<file path="config.mk">
export PLATFORM = sky130hd
export DESIGN_NAME = ptmr_top
export DESIGN_NICKNAME = d
export VERILOG_FILES = /design/src/ptmr_edge.v /design/src/ptmr_presc.v /design/src/ptmr_top.v
export VERILOG_INCLUDE_DIRS = /design/src
export SDC_FILE = /design/constraint.sdc
export NUM_CORES = 1
export LEC_CHECK = 0
export BUFFER_PORTS_ARGS = -buffer_cell sky130_fd_sc_hd__buf_2
export CORE_MARGIN = 2
export CORE_UTILIZATION = 58
export DETAILED_ROUTE_END_ITERATION = 7
export HOLD_SLACK_MARGIN = 0.03
export PLACE_DENSITY = 0.82
export SLEW_MARGIN = 5
export SYNTH_ARGS = -nofsm -noshare
export SYNTH_HDL_FRONTEND = slang
export SYNTH_SLANG_ARGS = --single-unit
</file>
<file path="constraint.sdc">
create_clock -name CORE_CLK -period 5.51 [get_ports CORE_CLK]
set_input_delay 0.551 -clock CORE_CLK [delete_from_list [all_inputs] [get_ports CORE_CLK]]
set_output_delay 0.551 -clock CORE_CLK [all_outputs]
set_load 0.01 [all_outputs]
</file>
<file path="src/ptmr_defs.vh">
`ifndef PTMR_DEFS_VH
`define PTMR_DEFS_VH
// register byte addresses (one aligned word each)
`define PTMR_CTRL0_ADDR 6'h00
`define PTMR_CTRL1_ADDR 6'h04
`define PTMR_CNTL_ADDR 6'h08
`define PTMR_CNTH_ADDR 6'h0c
`define PTMR_CMPAL_ADDR 6'h10
`define PTMR_CMPAH_ADDR 6'h14
`define PTMR_CMPPL_ADDR 6'h18
`define PTMR_CMPPH_ADDR 6'h1c
`define PTMR_FLAG_ADDR 6'h20
// primary control fields
`define PTMR_PAUSE_BIT 7
`define PTMR_CKSEL_HI 6
`define PTMR_CKSEL_LO 4
`define PTMR_RUN_BIT 3
`define PTMR_CTRL0_MASK 8'hf8
// secondary control fields
`define PTMR_MODE_HI 7
`define PTMR_MODE_LO 6
`define PTMR_PINF_HI 5
`define PTMR_PINF_LO 4
`define PTMR_OLVL_BIT 3
`define PTMR_INV_BIT 2
`define PTMR_CAPS_BIT 1
`define PTMR_CLRS_BIT 0
// modes
`define PTMR_MODE_CMP 2'b00
`define PTMR_MODE_CAP 2'b01
`define PTMR_MODE_PWM 2'b10
`define PTMR_MODE_TC 2'b11
// clock selects
`define PTMR_CK_SYS4 3'b000
`define PTMR_CK_SYS 3'b001
`define PTMR_CK_H16 3'b010
`define PTMR_CK_H64 3'b011
`define PTMR_CK_SUB0 3'b100
`define PTMR_CK_SUB1 3'b101
`define PTMR_CK_EXTR 3'b110
`define PTMR_CK_EXTF 3'b111
// prescaler divides
`define PTMR_DIV4 8'h03
`define PTMR_DIV16 8'h0f
`define PTMR_DIV64 8'h3f
`define PTMR_RESET8 8'h00
`define PTMR_RESET16 16'h0000
// axi responses
`define PTMR_RESP_OKAY 2'b00
`define PTMR_RESP_SLVERR 2'b10
`endif

</file>
<file path="src/ptmr_edge.v">
`default_nettype none
// edge detector on a synchronous input
module ptmr_edge (
   input wire CORE_CLK,
   input wire RESET,
   input wire din,
   output wire rise,
   output wire fall
);
   reg prev_q; // last sampled level
   // sample level each clock
   always @(posedge CORE_CLK) begin
      if (RESET) begin
         prev_q <= 1'b0;
      end else begin
         prev_q <= din;
      end
   end
   assign rise = din & ~prev_q;
   assign fall = ~din & prev_q;
endmodule
`default_nettype wire

</file>
<file path="src/ptmr_presc.v">
`default_nettype none
`include "ptmr_defs.vh"
// free running prescaler: one-cycle tick per divided period
module ptmr_presc (
   input wire CORE_CLK,
   input wire RESET,
   input wire hclk_tick,
   output wire tick_div4,
   output wire tick_h16,
   output wire tick_h64
);
   reg [7:0] sys_q; // system clock divider
   reg [7:0] h_q; // high clock divider, advanced on hclk_tick
   // both dividers run always; cheap and keeps phase simple
   always @(posedge CORE_CLK) begin
      if (RESET) begin
         sys_q <= `PTMR_RESET8;
         h_q <= `PTMR_RESET8;
      end else begin
         sys_q <= (sys_q == `PTMR_DIV4) ? `PTMR_RESET8 : sys_q + 8'h01;
         if (hclk_tick) begin
            h_q <= (h_q == `PTMR_DIV64) ? `PTMR_RESET8 : h_q + 8'h01;
         end
      end
   end
   assign tick_div4 = (sys_q == `PTMR_DIV4);
   assign tick_h16 = hclk_tick & ((h_q & `PTMR_DIV16) == `PTMR_DIV16);
   assign tick_h64 = hclk_tick & (h_q == `PTMR_DIV64);
endmodule
`default_nettype wire

</file>
<file path="src/ptmr_top.v">
`default_nettype none
`include "ptmr_defs.vh"
// What this block does
// 16-bit up-counter, selectable count clock
// comparators A and P on 16 bits
// software clears counter only by run rise
// pause bit holds count, resume later
// 3-bit clock select decoding
// run rise clears and starts; fall holds
// run rise loads output initial level
// 2-bit mode field selects operation
// software stops module before mode change
// compare mode pin action on A match
// PWM mode pin-function decoding
// capture edge select, or disabled
// requested level equal initial: no change
// change PWM pin-function only when off
// output-level bit meaning per mode
// invert bit flips pin, not timer mode
// capture source pin select
// clear on A or on P/overflow
// clear select ignored outside compare modes
// count readable, compare values read/write
// interrupt request on counter clear
// timer/counter mode leaves pin undriven
// P flag only with clear select 0, or in PWM mode
// A zero: overflow at FFFF, no A flag
// PWM period from P, 0 means 65536
// duty at or above period gives 100%
// capture copies count into A, flags A
module ptmr_top (
   input wire CORE_CLK,
   input wire RESET,
   // axi4-lite slave
   input wire [5:0] S_AXI_AWADDR,
   input wire S_AXI_AWVALID,
   output wire S_AXI_AWREADY,
   input wire [31:0] S_AXI_WDATA,
   input wire [3:0] S_AXI_WSTRB,
   input wire S_AXI_WVALID,
   output wire S_AXI_WREADY,
   output wire [1:0] S_AXI_BRESP,
   output wire S_AXI_BVALID,
   input wire S_AXI_BREADY,
   input wire [5:0] S_AXI_ARADDR,
   input wire S_AXI_ARVALID,
   output wire S_AXI_ARREADY,
   output wire [31:0] S_AXI_RDATA,
   output wire [1:0] S_AXI_RRESP,
   output wire S_AXI_RVALID,
   input wire S_AXI_RREADY,
   // clock enables of the other internal clocks
   input wire HIGH_CLOCK_TICK,
   input wire SUB_CLOCK_TICK,
   // pins
   input wire EXT_COUNT_PIN,
   input wire CAPTURE_INPUT_PIN,
   output wire TIMER_OUT_PIN,
   output wire TIMER_OUT_PIN_OE_N,
   output wire MATCH_IRQ
);
   // control registers
   reg [7:0] ctrl0_q; // pause, clock select, run
   reg [7:0] ctrl1_q; // mode, pin function, level, invert, sources
   reg [15:0] cmpa_q; // comparator A value
   reg [15:0] cmpp_q; // comparator P value
   reg [15:0] cnt_q; // the counter
   reg out_q; // internal output level before invert
   reg flag_a_q; // sticky A match flag
   reg flag_p_q; // sticky P match flag
   reg irq_q; // one-cycle interrupt request
   reg run_prev_q; // run bit last cycle, for edge detection
   // bus state
   reg bvalid_q;
   reg rvalid_q;
   reg [31:0] rdata_q;
   reg [1:0] rresp_q;
   reg [1:0] bresp_q;
   reg aw_got_q; // write address latched
   reg w_got_q; // write data latched
   reg [5:0] awaddr_q;
   reg [31:0] wdata_q;
   reg [3:0] wstrb_q;

   // field views
   wire pause = ctrl0_q[`PTMR_PAUSE_BIT];
   wire [2:0] cksel = ctrl0_q[`PTMR_CKSEL_HI:`PTMR_CKSEL_LO];
   wire run = ctrl0_q[`PTMR_RUN_BIT];
   wire [1:0] mode = ctrl1_q[`PTMR_MODE_HI:`PTMR_MODE_LO];
   wire [1:0] pinf = ctrl1_q[`PTMR_PINF_HI:`PTMR_PINF_LO];
   wire olvl = ctrl1_q[`PTMR_OLVL_BIT];
   wire inv = ctrl1_q[`PTMR_INV_BIT];
   wire caps = ctrl1_q[`PTMR_CAPS_BIT];
   wire clrs = ctrl1_q[`PTMR_CLRS_BIT];

   // edges of pins and run bit
   wire ext_rise, ext_fall, cap_rise, cap_fall;
   wire run_rise = run & ~run_prev_q;
   wire tick_div4, tick_h16, tick_h64;

   ptmr_edge u_ext_edge (
      .CORE_CLK(CORE_CLK),
      .RESET(RESET),
      .din(EXT_COUNT_PIN),
      .rise(ext_rise),
      .fall(ext_fall)
   );

   ptmr_edge u_cap_edge (
      .CORE_CLK(CORE_CLK),
      .RESET(RESET),
      .din(CAPTURE_INPUT_PIN),
      .rise(cap_rise),
      .fall(cap_fall)
   );

   ptmr_presc u_presc (
      .CORE_CLK(CORE_CLK),
      .RESET(RESET),
      .hclk_tick(HIGH_CLOCK_TICK),
      .tick_div4(tick_div4),
      .tick_h16(tick_h16),
      .tick_h64(tick_h64)
   );

   // decode the count clock select into a tick
   function ck_tick;
      input [2:0] sel;
      input t4, t16, t64, tsub, er, ef;
      begin
         case (sel)
            `PTMR_CK_SYS4: ck_tick = t4;
            `PTMR_CK_SYS: ck_tick = 1'b1;
            `PTMR_CK_H16: ck_tick = t16;
            `PTMR_CK_H64: ck_tick = t64;
            `PTMR_CK_SUB0: ck_tick = tsub;
            `PTMR_CK_SUB1: ck_tick = tsub;
            `PTMR_CK_EXTR: ck_tick = er;
            `PTMR_CK_EXTF: ck_tick = ef;
            default: ck_tick = 1'b0;
         endcase
      end
   endfunction

   // decode one edge selection, used for capture
   function edge_hit;
      input [1:0] sel;
      input r, f;
      begin
         case (sel)
            2'b00: edge_hit = r;
            2'b01: edge_hit = f;
            2'b10: edge_hit = r | f;
            default: edge_hit = 1'b0;
         endcase
      end
   endfunction

   wire tick = run & ~pause & ck_tick(cksel, tick_div4, tick_h16, tick_h64,
      SUB_CLOCK_TICK, ext_rise, ext_fall);
   wire cap_r = caps ? ext_rise : cap_rise;
   wire cap_f = caps ? ext_fall : cap_fall;
   wire cap_hit = run & (mode == `PTMR_MODE_CAP) & edge_hit(pinf, cap_r, cap_f);

   // comparators look at the count that the tick is about to leave
   wire match_a = tick & (cnt_q == cmpa_q) & (cmpa_q != `PTMR_RESET16);
   wire match_p = tick & (cnt_q == cmpp_q) & (cmpp_q != `PTMR_RESET16);
   wire ovf = tick & (cnt_q == 16'hffff);
   wire cmp_like = (mode == `PTMR_MODE_CMP) | (mode == `PTMR_MODE_TC);
   wire is_pwm = (mode == `PTMR_MODE_PWM);
   // counter clear cause per mode
   // a zero compare value means the wrap itself is the clear, so it still interrupts
   wire ovf_a = ovf & (cmpa_q == `PTMR_RESET16);
   wire ovf_p = ovf & (cmpp_q == `PTMR_RESET16);
   wire clr_cmp = clrs ? (match_a | ovf_a) : (match_p | ovf_p);
   wire clr_pwm = match_p | ovf_p;
   wire clr_now = cmp_like ? clr_cmp : (is_pwm ? clr_pwm : ovf);
   wire set_a = cap_hit | (match_a & (is_pwm | cmp_like));
   wire set_p = match_p & (is_pwm | (cmp_like & ~clrs));

   // counter
   always @(posedge CORE_CLK) begin
      if (RESET) begin
         cnt_q <= `PTMR_RESET16;
         run_prev_q <= 1'b0;
      end else begin
         run_prev_q <= run;
         if (run_rise) begin
            cnt_q <= `PTMR_RESET16;
         end else if (clr_now) begin
            cnt_q <= `PTMR_RESET16;
         end else if (tick) begin
            cnt_q <= cnt_q + 16'h0001;
         end
      end
   end

   // output pin logic; level before invert
   always @(posedge CORE_CLK) begin
      if (RESET) begin
         out_q <= 1'b0;
      end else if (run_rise) begin
         out_q <= olvl;
      end else if (mode == `PTMR_MODE_CMP) begin
         if (match_a) begin
            case (pinf)
               2'b01: out_q <= 1'b0;
               2'b10: out_q <= 1'b1;
               2'b11: out_q <= ~out_q;
               default: out_q <= out_q;
            endcase
         end
      end else if (is_pwm) begin
         case (pinf)
            2'b00: out_q <= ~olvl;
            2'b01: out_q <= olvl;
            2'b10: begin
               // active from period start up to duty, duty>=period: always on
               if (clr_pwm | run_rise) begin
                  out_q <= (cmpa_q != `PTMR_RESET16) ? olvl : ~olvl;
               end else if (match_a) begin
                  out_q <= ~olvl;
               end
            end
            default: begin
               // single pulse: active from run until A match, then idle
               if (match_a) begin
                  out_q <= ~olvl;
               end
            end
         endcase
      end
   end

   assign TIMER_OUT_PIN = out_q ^ inv;
   assign TIMER_OUT_PIN_OE_N = ~((mode == `PTMR_MODE_CMP) | is_pwm);
   assign MATCH_IRQ = irq_q;

   // axi write channel: address and data taken in any order
   wire wr_go = aw_got_q & w_got_q & ~bvalid_q;
   assign S_AXI_AWREADY = ~aw_got_q & ~bvalid_q;
   assign S_AXI_WREADY = ~w_got_q & ~bvalid_q;
   assign S_AXI_BVALID = bvalid_q;
   assign S_AXI_BRESP = bresp_q;
   assign S_AXI_ARREADY = ~rvalid_q;
   assign S_AXI_RVALID = rvalid_q;
   assign S_AXI_RDATA = rdata_q;
   assign S_AXI_RRESP = rresp_q;
   wire wr_a = wr_go & wstrb_q[0];
   wire [7:0] wb = wdata_q[7:0];
   // write decode is a function since the whole-address compare is reused per register
   function hit;
      input [5:0] a, b;
      begin
         hit = (a == b);
      end
   endfunction
   wire mapped_w = hit(awaddr_q, `PTMR_CTRL0_ADDR) | hit(awaddr_q, `PTMR_CTRL1_ADDR) |
      hit(awaddr_q, `PTMR_CNTL_ADDR) | hit(awaddr_q, `PTMR_CNTH_ADDR) |
      hit(awaddr_q, `PTMR_CMPAL_ADDR) | hit(awaddr_q, `PTMR_CMPAH_ADDR) |
      hit(awaddr_q, `PTMR_CMPPL_ADDR) | hit(awaddr_q, `PTMR_CMPPH_ADDR) |
      hit(awaddr_q, `PTMR_FLAG_ADDR);

   // bus write, registers, flags
   always @(posedge CORE_CLK) begin
      if (RESET) begin
         aw_got_q <= 1'b0;
         w_got_q <= 1'b0;
         awaddr_q <= 6'h00;
         wdata_q <= 32'h00000000;
         wstrb_q <= 4'h0;
         bvalid_q <= 1'b0;
         bresp_q <= `PTMR_RESP_OKAY;
         ctrl0_q <= `PTMR_RESET8;
         ctrl1_q <= `PTMR_RESET8;
         cmpa_q <= `PTMR_RESET16;
         cmpp_q <= `PTMR_RESET16;
         flag_a_q <= 1'b0;
         flag_p_q <= 1'b0;
         irq_q <= 1'b0;
      end else begin
         if (S_AXI_AWVALID & S_AXI_AWREADY) begin
            aw_got_q <= 1'b1;
            awaddr_q <= S_AXI_AWADDR;
         end
         if (S_AXI_WVALID & S_AXI_WREADY) begin
            w_got_q <= 1'b1;
            wdata_q <= S_AXI_WDATA;
            wstrb_q <= S_AXI_WSTRB;
         end
         if (wr_go) begin
            aw_got_q <= 1'b0;
            w_got_q <= 1'b0;
            bvalid_q <= 1'b1;
            bresp_q <= mapped_w ? `PTMR_RESP_OKAY : `PTMR_RESP_SLVERR;
         end else if (bvalid_q & S_AXI_BREADY) begin
            bvalid_q <= 1'b0;
         end
         // counter registers are read only, writes dropped
         if (wr_a & hit(awaddr_q, `PTMR_CTRL0_ADDR)) ctrl0_q <= wb & `PTMR_CTRL0_MASK;
         if (wr_a & hit(awaddr_q, `PTMR_CTRL1_ADDR)) ctrl1_q <= wb;
         if (wr_a & hit(awaddr_q, `PTMR_CMPAL_ADDR)) cmpa_q[7:0] <= wb;
         if (wr_a & hit(awaddr_q, `PTMR_CMPAH_ADDR)) cmpa_q[15:8] <= wb;
         if (wr_a & hit(awaddr_q, `PTMR_CMPPL_ADDR)) cmpp_q[7:0] <= wb;
         if (wr_a & hit(awaddr_q, `PTMR_CMPPH_ADDR)) cmpp_q[15:8] <= wb;
         if (cap_hit) cmpa_q <= cnt_q;
         // flags: write one to clear, a set in the same cycle wins
         if (wr_a & hit(awaddr_q, `PTMR_FLAG_ADDR)) begin
            if (wb[0]) flag_a_q <= 1'b0;
            if (wb[1]) flag_p_q <= 1'b0;
         end
         if (set_a) flag_a_q <= 1'b1;
         if (set_p) flag_p_q <= 1'b1;
         irq_q <= clr_now | set_a | set_p;
      end
   end

   // read data mux
   reg [7:0] rd_byte;
   reg rd_ok;
   always @* begin
      rd_byte = 8'h00;
      rd_ok = 1'b1;
      case (S_AXI_ARADDR)
         `PTMR_CTRL0_ADDR: rd_byte = ctrl0_q;
         `PTMR_CTRL1_ADDR: rd_byte = ctrl1_q;
         `PTMR_CNTL_ADDR: rd_byte = cnt_q[7:0];
         `PTMR_CNTH_ADDR: rd_byte = cnt_q[15:8];
         `PTMR_CMPAL_ADDR: rd_byte = cmpa_q[7:0];
         `PTMR_CMPAH_ADDR: rd_byte = cmpa_q[15:8];
         `PTMR_CMPPL_ADDR: rd_byte = cmpp_q[7:0];
         `PTMR_CMPPH_ADDR: rd_byte = cmpp_q[15:8];
         `PTMR_FLAG_ADDR: rd_byte = {6'h00, flag_p_q, flag_a_q};
         default: rd_ok = 1'b0;
      endcase
   end

   // read channel, answer one cycle after address taken
   always @(posedge CORE_CLK) begin
      if (RESET) begin
         rvalid_q <= 1'b0;
         rdata_q <= 32'h00000000;
         rresp_q <= `PTMR_RESP_OKAY;
      end else if (S_AXI_ARVALID & S_AXI_ARREADY) begin
         rvalid_q <= 1'b1;
         rdata_q <= {24'h000000, rd_byte};
         rresp_q <= rd_ok ? `PTMR_RESP_OKAY : `PTMR_RESP_SLVERR;
      end else if (rvalid_q & S_AXI_RREADY) begin
         rvalid_q <= 1'b0;
      end
   end
endmodule
`default_nettype wire

</file>
# After elaboration in Yosys (flattened, before gate mapping)
# Cells that the tools add are included.
# totals
inputBits	59
register_bits	115
word_cells	198
output_inout_bits	44
# classes
reduce_logical	26
bitwise_logic	72
add_sub_neg	3
eq_ne	37
n_mux	34
# ops
op	count
$pmux W8 S9	1
$eq A6 B5 Y1 const B	8
$and A1 B1 Y1	38
$eq A16 B16 Y1	2
$logic_not A16 Y1	2
$reduce_bool A16 Y1	2
$eq A6 B4 Y1 const B	4
$mux W8	3
$mux W1	23
$or A1 B1 Y1	19
$add A16 B1 Y16 const B	1
$add A8 B1 Y8 const B	2
$eq A16 B16 Y1 const B	1
$mux W16	1
$reduce_bool A2 Y1	8
$not A1 Y1	14
$eq A3 B3 Y1 const B	4
$eq A6 B3 Y1 const B	2
$eq A6 B6 Y1 const B	2
$logic_not A6 Y1	2
$pmux W1 S3	3
$reduce_or A9 Y1	1
$eq A2 B2 Y1 const B	4
$eq A8 B2 Y1 const B	1
17 further kinds	24

# Logic depth before layout (Yosys ltp)
# Gate-level depths: netlist of the first run.
# depth
ltp_word	13
ltp_mapped	10
ltp_nobuf	8

# Hierarchy
# Synthesis of the first run repeated with hierarchy kept, for this count alone.
# unflattened
cells_unflattened	695
area_unflattened_um2	5910.7
# modules_own_cells
module	area_per_inst_um2	seq_area_each_um2	cells_per_inst	instances
ptmr_top	5138.7	1901.8	613	1
ptmr_presc	694.4	320.3	74	1
ptmr_edge	38.8	20.0	4	2

# Worst setup path before layout of the first run
# No wires, ideal clock.
# synth_path
path_kind	register -> register
from	reg u_presc.sys_q[0]
to	reg out_q
t_required_ps	5394
synth_period_minus_slack_ps	2440
setup_slack_ps	3070
t_arrival_ps	2324
path_stages_with_launch	9
n_path_buf	0
setup_time_ps	116
cell_sequence	dfxtp_1 ha_1 nor4b_2 nand2_1 a2111o_1 or4_4 a21oi_1 o211ai_1 o211a_1
# synth_via
elab_chain_cells	12
word_cells_on_any_way	19
cone_classes	eq/ne (2); mux (7); bitwise (9); reduce/logical (1)
# synth_rtl
element	line_no	rtl
start, declared	ptmr_presc.v:12	reg [7:0] sys_q;
start signal, assigned	ptmr_presc.v:17	sys_q <= `PTMR_RESET8;
start signal, assigned	ptmr_presc.v:20	sys_q <= (sys_q == `PTMR_DIV4) ? `PTMR_RESET8 : sys_q + 8'h01;
$eq A8 B2 Y1 (no source line) (*)	--	
$pmux W1 S7 (*)	ptmr_top.v:131	case (sel)
$and A1 B1 Y1 (*)	ptmr_top.v:159	wire tick = run & ~pause & ck_tick(cksel, tick_div4, tick_h16, tick_h64,
$and A1 B1 Y1, on equally long branches	ptmr_top.v:167, ptmr_top.v:168	
$and A1 B1 Y1, on equally long branches	ptmr_top.v:167, ptmr_top.v:174	
$or A1 B1 Y1	ptmr_top.v:176	wire clr_pwm = match_p | ovf_p;
$or A1 B1 Y1	ptmr_top.v:219	if (clr_pwm | run_rise) begin
$mux W1	ptmr_top.v:219	
$pmux W1 S3	ptmr_top.v:214	case (pinf)
$mux W1	ptmr_top.v:213	end else if (is_pwm) begin
$mux W1	ptmr_top.v:204	end else if (mode == `PTMR_MODE_CMP) begin
$mux W1	ptmr_top.v:202	end else if (run_rise) begin
end signal, assigned	ptmr_top.v:203	out_q <= olvl;
end signal, assigned	ptmr_top.v:215	2'b00: out_q <= ~olvl;
end signal, assigned	ptmr_top.v:216	2'b01: out_q <= olvl;
end, declared	ptmr_top.v:68	reg out_q;
# Every way passes the cells marked *; elsewhere a longest branch is shown, timed or not. The select of a mux whose other input is x is not followed.
# A chain may end at the register's enable or synchronous reset.

# Worst setup path after layout of the first run
# layout_path
from	reg u_presc.sys_q[0]
to	reg cnt_q[14]
# layout_via
elab_chain_cells	9
word_cells_on_any_way	16
cone_classes	eq/ne (1); mux (4); bitwise (10); reduce/logical (1)
# layout_rtl
element	line_no	rtl
$eq A8 B2 Y1 (no source line) (*)	--	
$pmux W1 S7 (*)	ptmr_top.v:131	
$and A1 B1 Y1 (*)	ptmr_top.v:159	
$and A1 B1 Y1, on equally long branches	ptmr_top.v:167, ptmr_top.v:166, ptmr_top.v:168	
$and A1 B1 Y1, on equally long branches	--	
$or A1 B1 Y1, on equally long branches	ptmr_top.v:175, ptmr_top.v:176	
$mux W1, on equally long branches	ptmr_top.v:177, ptmr_top.v:175	
$mux W1	ptmr_top.v:177	wire clr_now = cmp_like ? clr_cmp : (is_pwm ? clr_pwm : ovf);
$reduce_or A3 Y1 (no source line)	--	
end signal, assigned	ptmr_top.v:184	cnt_q <= `PTMR_RESET16;
end signal, assigned	ptmr_top.v:189	cnt_q <= `PTMR_RESET16;
end signal, assigned	ptmr_top.v:191	cnt_q <= `PTMR_RESET16;
end, declared	ptmr_top.v:67	reg [15:0] cnt_q;
# Every way passes the cells marked *; elsewhere a longest branch is shown, timed or not.

==> results of run 1 <==
## critical path, cell delays in order (launching register included)
cell and delay [ns]:
dfxtp_1 0.38, ha_1 0.25, nor4b_2 0.21, nand2_1 0.13, a2111o_1 0.51, nor2_1 0.33, o21ai_0 0.19, nand3_1 0.51
nor2_1 0.13
## per-stage QoR
stage / utilization / cell area [um^2] / hold WS, ns / power [mW]
CTS: 0.6585 / 6706 / 0.1848 / 2.020
global placement: 0.6034 / 6146 / 0.4367 / 0.9828
floorplan: - / 6082 / 0.4315 / 0.9590
detailed placement: 0.6034 / 6146 / 0.4429 / 0.9872
global route: 0.6590 / 6711 / 0.2193 / 2.069
finish: 0.6590 / 6711 / 0.2055 / 2.008
## per-layer routing
metal	GRT usage	part of all wire
met5	0	0
met3	0.05566	0.083
met2	0.4696	0.46
met1	0.4071	0.44
met4	0.1231	0.026
## flip-flops by register name (all words and copies together), names as in the netlist, 5 cells and up
| name | flops |
|---|---|
| cmpa_q | 16 |
| cmpp_q | 16 |
| cnt_q | 16 |
| S_AXI_RDATA | 8 |
| ctrl1_q | 8 |
| u_presc.h_q | 8 |
| u_presc.sys_q | 8 |
| wdata_q | 8 |
| awaddr_q | 6 |
| ctrl0_q | 5 |
## Yosys cell counts, drive strengths merged, types with 2 or more instances
cell / count
nor2: 120
dfxtp: 113
mux2i: 53
nand2: 52
xor2: 51
clkbuf: 38
buf: 33
a21oi: 28
a211oi: 22
nand3: 21
nor4: 20
a22oi: 14
nand4: 12
inv: 11
nor3: 10
xnor2: 10
o21ai: 9
nor2b: 8
ha: 7
nand2b: 7
a221oi: 6
a222oi: 5
a311oi: 5
and3: 4
nor3b: 4
nor4b: 4
a21o: 3
a31oi: 3
and2: 3
o22ai: 3
o31ai: 3
and3b: 2
mux2: 2
o211ai: 2
o21a: 2
or2: 2
## final cells by class
cell class / count / area [um^2] / area share
Tap cell: 136 / 170.2 / 0.02535
Timing Repair Buffer: 51 / 260.3 / 0.03878
Sequential cell: 113 / 2262 / 0.3371
Clock buffer: 21 / 449.2 / 0.06693
Clock inverter: 10 / 111.4 / 0.01659
Multi-Input combinational cell: 540 / 3417 / 0.5091
Inverter: 11 / 41.29 / 0.006152
## layout by cell type (no fill, tap or decap), drive strengths merged, types with 8 or more instances in the layout
master,count
a211oi,22
a21oi,28
a22oi,14
buf,51
clkbuf,21
conb,26
dfxtp,113
inv,11
mux2i,53
nand2,52
nand3,21
nand4,12
nor2,120
nor2b,8
nor3,10
nor4,20
o21ai,9
xnor2,10
xor2,51
## cell families after synthesis
logic type / share of synthesized area
compound gates: 0.1362
fa+ha+maj: 0.01463
other cells: 0.0006262
mux: 0.09235
xor+xnor: 0.08922
buf+inv: 0.06812
simple gates: 0.2211
flops: 0.3778
## report_power, final
group          leakage [nW]  switching (mW)  internal (mW)
registers             0.916          0.0251          0.837
clock network         0.270           0.375          0.660
logic                  1.69          0.0698         0.0405
total                  2.87           0.470           1.54
## path summary, 6_finish.rpt
kind                                               endpoint  cells after the start                   startpoint
worst max-delay path                 cnt_q[14]$_SDFFE_PP0P_                      8  u_presc.sys_q[0]$_SDFF_PP0_
worst min-delay path              S_AXI_RVALID$_SDFFE_PP0P_                      2                 S_AXI_RREADY
worst max register to register       cnt_q[14]$_SDFFE_PP0P_                      8  u_presc.sys_q[0]$_SDFF_PP0_
worst min register to register  S_AXI_RDATA[6]$_SDFFE_PP0P_                      2  S_AXI_RDATA[6]$_SDFFE_PP0P_
==> flow_metrics.py, run 1 <==
metrics = {
    "finish": {
        "antenna_cells": 0,
        "fin_nets": 800,
        "drive_above_1_share": 0.1247,
        "fillers": 860,
        "syn_to_final_growth_pct": 12.08,
        "final_cells": 882,
    },
    "grt": {
        "grt_max_degree": 89,
        "grt_pass1_wl_um": 25940,
        "grt_pass1_vias": 4991,
        "antenna_found_initial": 0,
        "overflow": 0,
        "grt_usage": 0.2997,
    },
    "placed_design": {
        "dp.cells": 851,
        "place_hpwl_um": 11250,
        "port_buffers": 49,
        "place_ws_ns": 2.733,
        "gp_congestion": 0.9081,
    },
    "worst_setup_path": {
        "arrival_ns": 3.17,
        "rrSetupSlack_ns": 2.73,
        "end_kind": "flop",
        "critical_path_class": "flop to flop",
        "cp_max_fo": 16,
        "crit_required_ns": 5.90,
        "start_kind": "flop",
    },
    "route": {
        "wire_per_inst_um": 18.25,
        "vias": 5299,
        "dr.first_iter.drc_count": 540,
        "wl_um": 16090,
        "post-route-drc-count": 0,
        "drtAntennaViolNets": 0,
        "dr.pass1.iters": 6,
        "viasPerCell": 6.008,
    },
    "floorplanning": {
        "die_y_um": 105.6,
        "row_count": 37,
        "start_util": 0.5880,
        "core_region_area_um2": 10180,
        "die-area_um2": 11150,
        "fp.dieW_um": 105.6,
        "io_pins": 103,
    },
    "timing": {
        "finalSetupViolCount": 0,
        "fmax_mhz": 359.4,
        "fin_crit_ns": 2.783,
        "skew_ns": 0.01030,
        "setup_ws_ns": 2.727,
        "worst_slew_pin_slew_ns": 1.171,
        "finalCritPeriodShare": 0.5050,
        "slew_headroom": 0.2174,
        "finalHoldViolCount": 0,
        "drv_slew": 0,
        "fin_setup_tns_ns": 0,
        "rsz0062_at_grt": "false",
    },
    "synth": {
        "ys.flop_type": "dfxtp_1",
        "yosys_warnings": 0,
        "ys_types": 61,
        "synth_top_cells_by_area": "dfxtp_1 38%, mux2i_1 8.9%, nor2_1 7.5%",
        "synth.top_cell.area_share": 0.3778,
        "syn-mean-instance-area_um2": 8.434,
        "syn_area_um2": 5988,
        "synth_edf_count": 0,
        "seq_area_frac_synth": 0.3778,
        "async_reset_ff_frac": 0,
        "ys_seq_elements": 113,
        "synth_area_leader_cell": "dfxtp_1",
        "syn_inst": 710,
    },
    "clocking": {
        "cts_resized": 0,
        "cts.sink_count": 113,
        "cts.htree.levels": 4,
        "postCtsHoldBufs": 0,
        "postCtsSetupRepairBufs": 0,
        "cts-root-buf": "clkbuf_8",
        "clk_latency_ns": 0.53,
        "clk_pin_slew_ns": 0.06,
        "cts_buffers": 17,
        "clock_path_buffers": 2,
        "cts_tree": "yes",
    },
    "pwr": {
        "peakVddDrop_v": 0.0002053,
        "leakagePower_nw": 2.873,
        "p_per_area_nw_per_um2": 299.2,
    },
    "job": {
        "cap_viol_max_count": 0,
    },
    "status": {
        "status": "finished, final reports clean",
    },
    "min_path": {
        "hold_class": "input pin to flop",
    },
}
Note: power is estimated with default switching activity, not from simulation.
==> run 2, diff against run 1 <==
CORE_UTILIZATION = 51   (was 58)
PLACE_DENSITY = 0.76   (was 0.82)
clock period = 2.2 ns   (was 5.51 ns; I/O delays follow)
==> flow_metrics.py, run 2 (synthesis results as in run 1) <==
metrics = {
    "floorplanning": {
        "io_pins": 103,
        "row_count": 39,
        "die_y_um": 112.4,
        "core_region_area_um2": 11420,
        "start_util": 0.5244,
        "die-area_um2": 12620,
        "fp.dieW_um": 112.4,
    },
    "placed_design": {
        "port_buffers": 49,
        "place_hpwl_um": 12430,
        "gp_congestion": 0.9661,
        "dp.cells": 930,
        "dpl_cell_area_um2": 6750,
        "place_ws_ns": -0.09950,
    },
    "worst_setup_path": {
        "start_kind": "flop",
        "arrival_ns": 2.64,
        "end_kind": "flop",
        "crit_required_ns": 2.51,
        "cp_max_fo": 5,
        "critical_path_class": "flop to flop",
    },
    "status": {
        "violations": "setup timing",
        "status": "complete, but fails checks",
    },
    "clocking": {
        "clock_path_buffers": 2,
        "cts_tree": "yes",
        "cts_buffers": 17,
        "clk_latency_ns": 0.41,
        "cts.htree.levels": 4,
        "cts-root-buf": "clkbuf_16",
        "cts.sink_count": 113,
        "clk_pin_slew_ns": 0.05,
    },
    "finish": {
        "final_util": 0.6675,
        "final_cells": 967,
        "top_regs": "cmpa_q x16, cmpp_q x16, cnt_q x16",
        "layout_commonest_cell": "nor2_1",
        "syn_to_final_growth_pct": 27.29,
        "final_area_um2": 7622,
        "drive_above_1_share": 0.2415,
        "antenna_cells": 0,
        "layout_common_cells": "114 x nor2_1, 110 x dfxtp_1, 72 x buf_4, 53 x mux2i_1, 50 x nand2_1",
        "fin_nets": 879,
    },
    "timing": {
        "rsz0062_at_grt": "true",
        "slew_headroom": 0.5077,
        "skew_ns": 0.009516,
        "setup_ws_ns": -0.1340,
        "worst_slew_pin_slew_ns": 0.7369,
        "fin_crit_ns": 2.334,
        "fin_setup_tns_ns": -1.036,
        "hold_slack_ns": 0.04658,
        "fmax_mhz": 428.5,
        "finalCritPeriodShare": 1.061,
        "finalSetupViolCount": 19,
        "finalHoldViolCount": 0,
        "drv_slew": 0,
    },
    "grt": {
        "grt_max_degree": 66,
        "grt_pass1_vias": 5199,
        "overflow": 0,
        "grt_usage": 0.2748,
        "antenna_found_initial": 0,
        "grt_pass1_wl_um": 27010,
    },
    "pwr": {
        "peakVddDrop_v": 0.0006240,
        "p_per_area_nw_per_um2": 688.6,
        "total_power_mw": 5.249,
        "leakagePower_nw": 3.338,
    },
    "job": {
        "cap_viol_max_count": 0,
    },
    "route": {
        "vias": 5585,
        "dr.first_iter.drc_count": 564,
        "drtAntennaViolNets": 0,
        "post-route-drc-count": 0,
        "wire_per_inst_um": 18.05,
        "wl_um": 17450,
        "dr.pass1.iters": 5,
        "viasPerCell": 5.776,
    },
    "min_path": {
        "hold_class": "input pin to flop",
    },
}
## run 2: final cells by class
cell class              instances  area [um^2]
clock inverters                10        136.4
fillers                       927         3796
repair buffers                130        929.6
clock buffers                  20        456.7
inverters                      11        41.29
flip-flops and latches        113         2266
multi-input cells             540         3613
well taps                     143        178.9
## run 2: metal layers
layer | track usage | share of wire | vias to the layer above | wire length, um
met1 | 0.3557 | 0.42 | 2662 | 7289
met4 | 0.1301 | 0.035 | 0 | 619
met5 | 0 | 0 | - | 0
met2 | 0.4289 | 0.47 | 222 | 8278
li1 | - | - | 2652 | -
met3 | 0.07289 | 0.073 | 49 | 1266
## run 2: path summary, 6_finish.rpt
kind,from,end,slack [ns],depth (start not counted)
setup / recovery,cmpa_q[14]$_SDFFE_PP0P_,out_q$_SDFFE_PP0P_,-0.13,8
hold / removal,S_AXI_WDATA[2],wdata_q[2]$_SDFFE_PP0P_,0.05,3
setup reg to reg,cmpa_q[14]$_SDFFE_PP0P_,out_q$_SDFFE_PP0P_,-0.13,8
hold reg to reg,S_AXI_RDATA[6]$_SDFFE_PP0P_,S_AXI_RDATA[6]$_SDFFE_PP0P_,0.45,2
## run 2: what timing repair did
item	CTS	global route
hold buffers	1	0
gates cloned	0	1
buffers inserted	2	3
setup endpoints to repair	18	20
resized for setup	7	34
hold endpoints to repair	1	0
pin swaps	7	19
## run 2: worst max-delay path: stages, from the launching register on
cell and delay, ns:
dfxtp_1 0.34, xor2_1 0.18, nor4_2 0.31, buf_4 0.17
nand4_1 0.12, or4_4 0.63, o2bb2ai_1 0.15, a21bo_2 0.22
o211a_1 0.10
## run 2: power by group
group	switching (mW)	internal, mW	leakage [nW]
logic	0.190	0.133	2.14
registers	0.0639	2.10	0.917
clock network	0.945	1.82	0.284
total	1.20	4.05	3.34
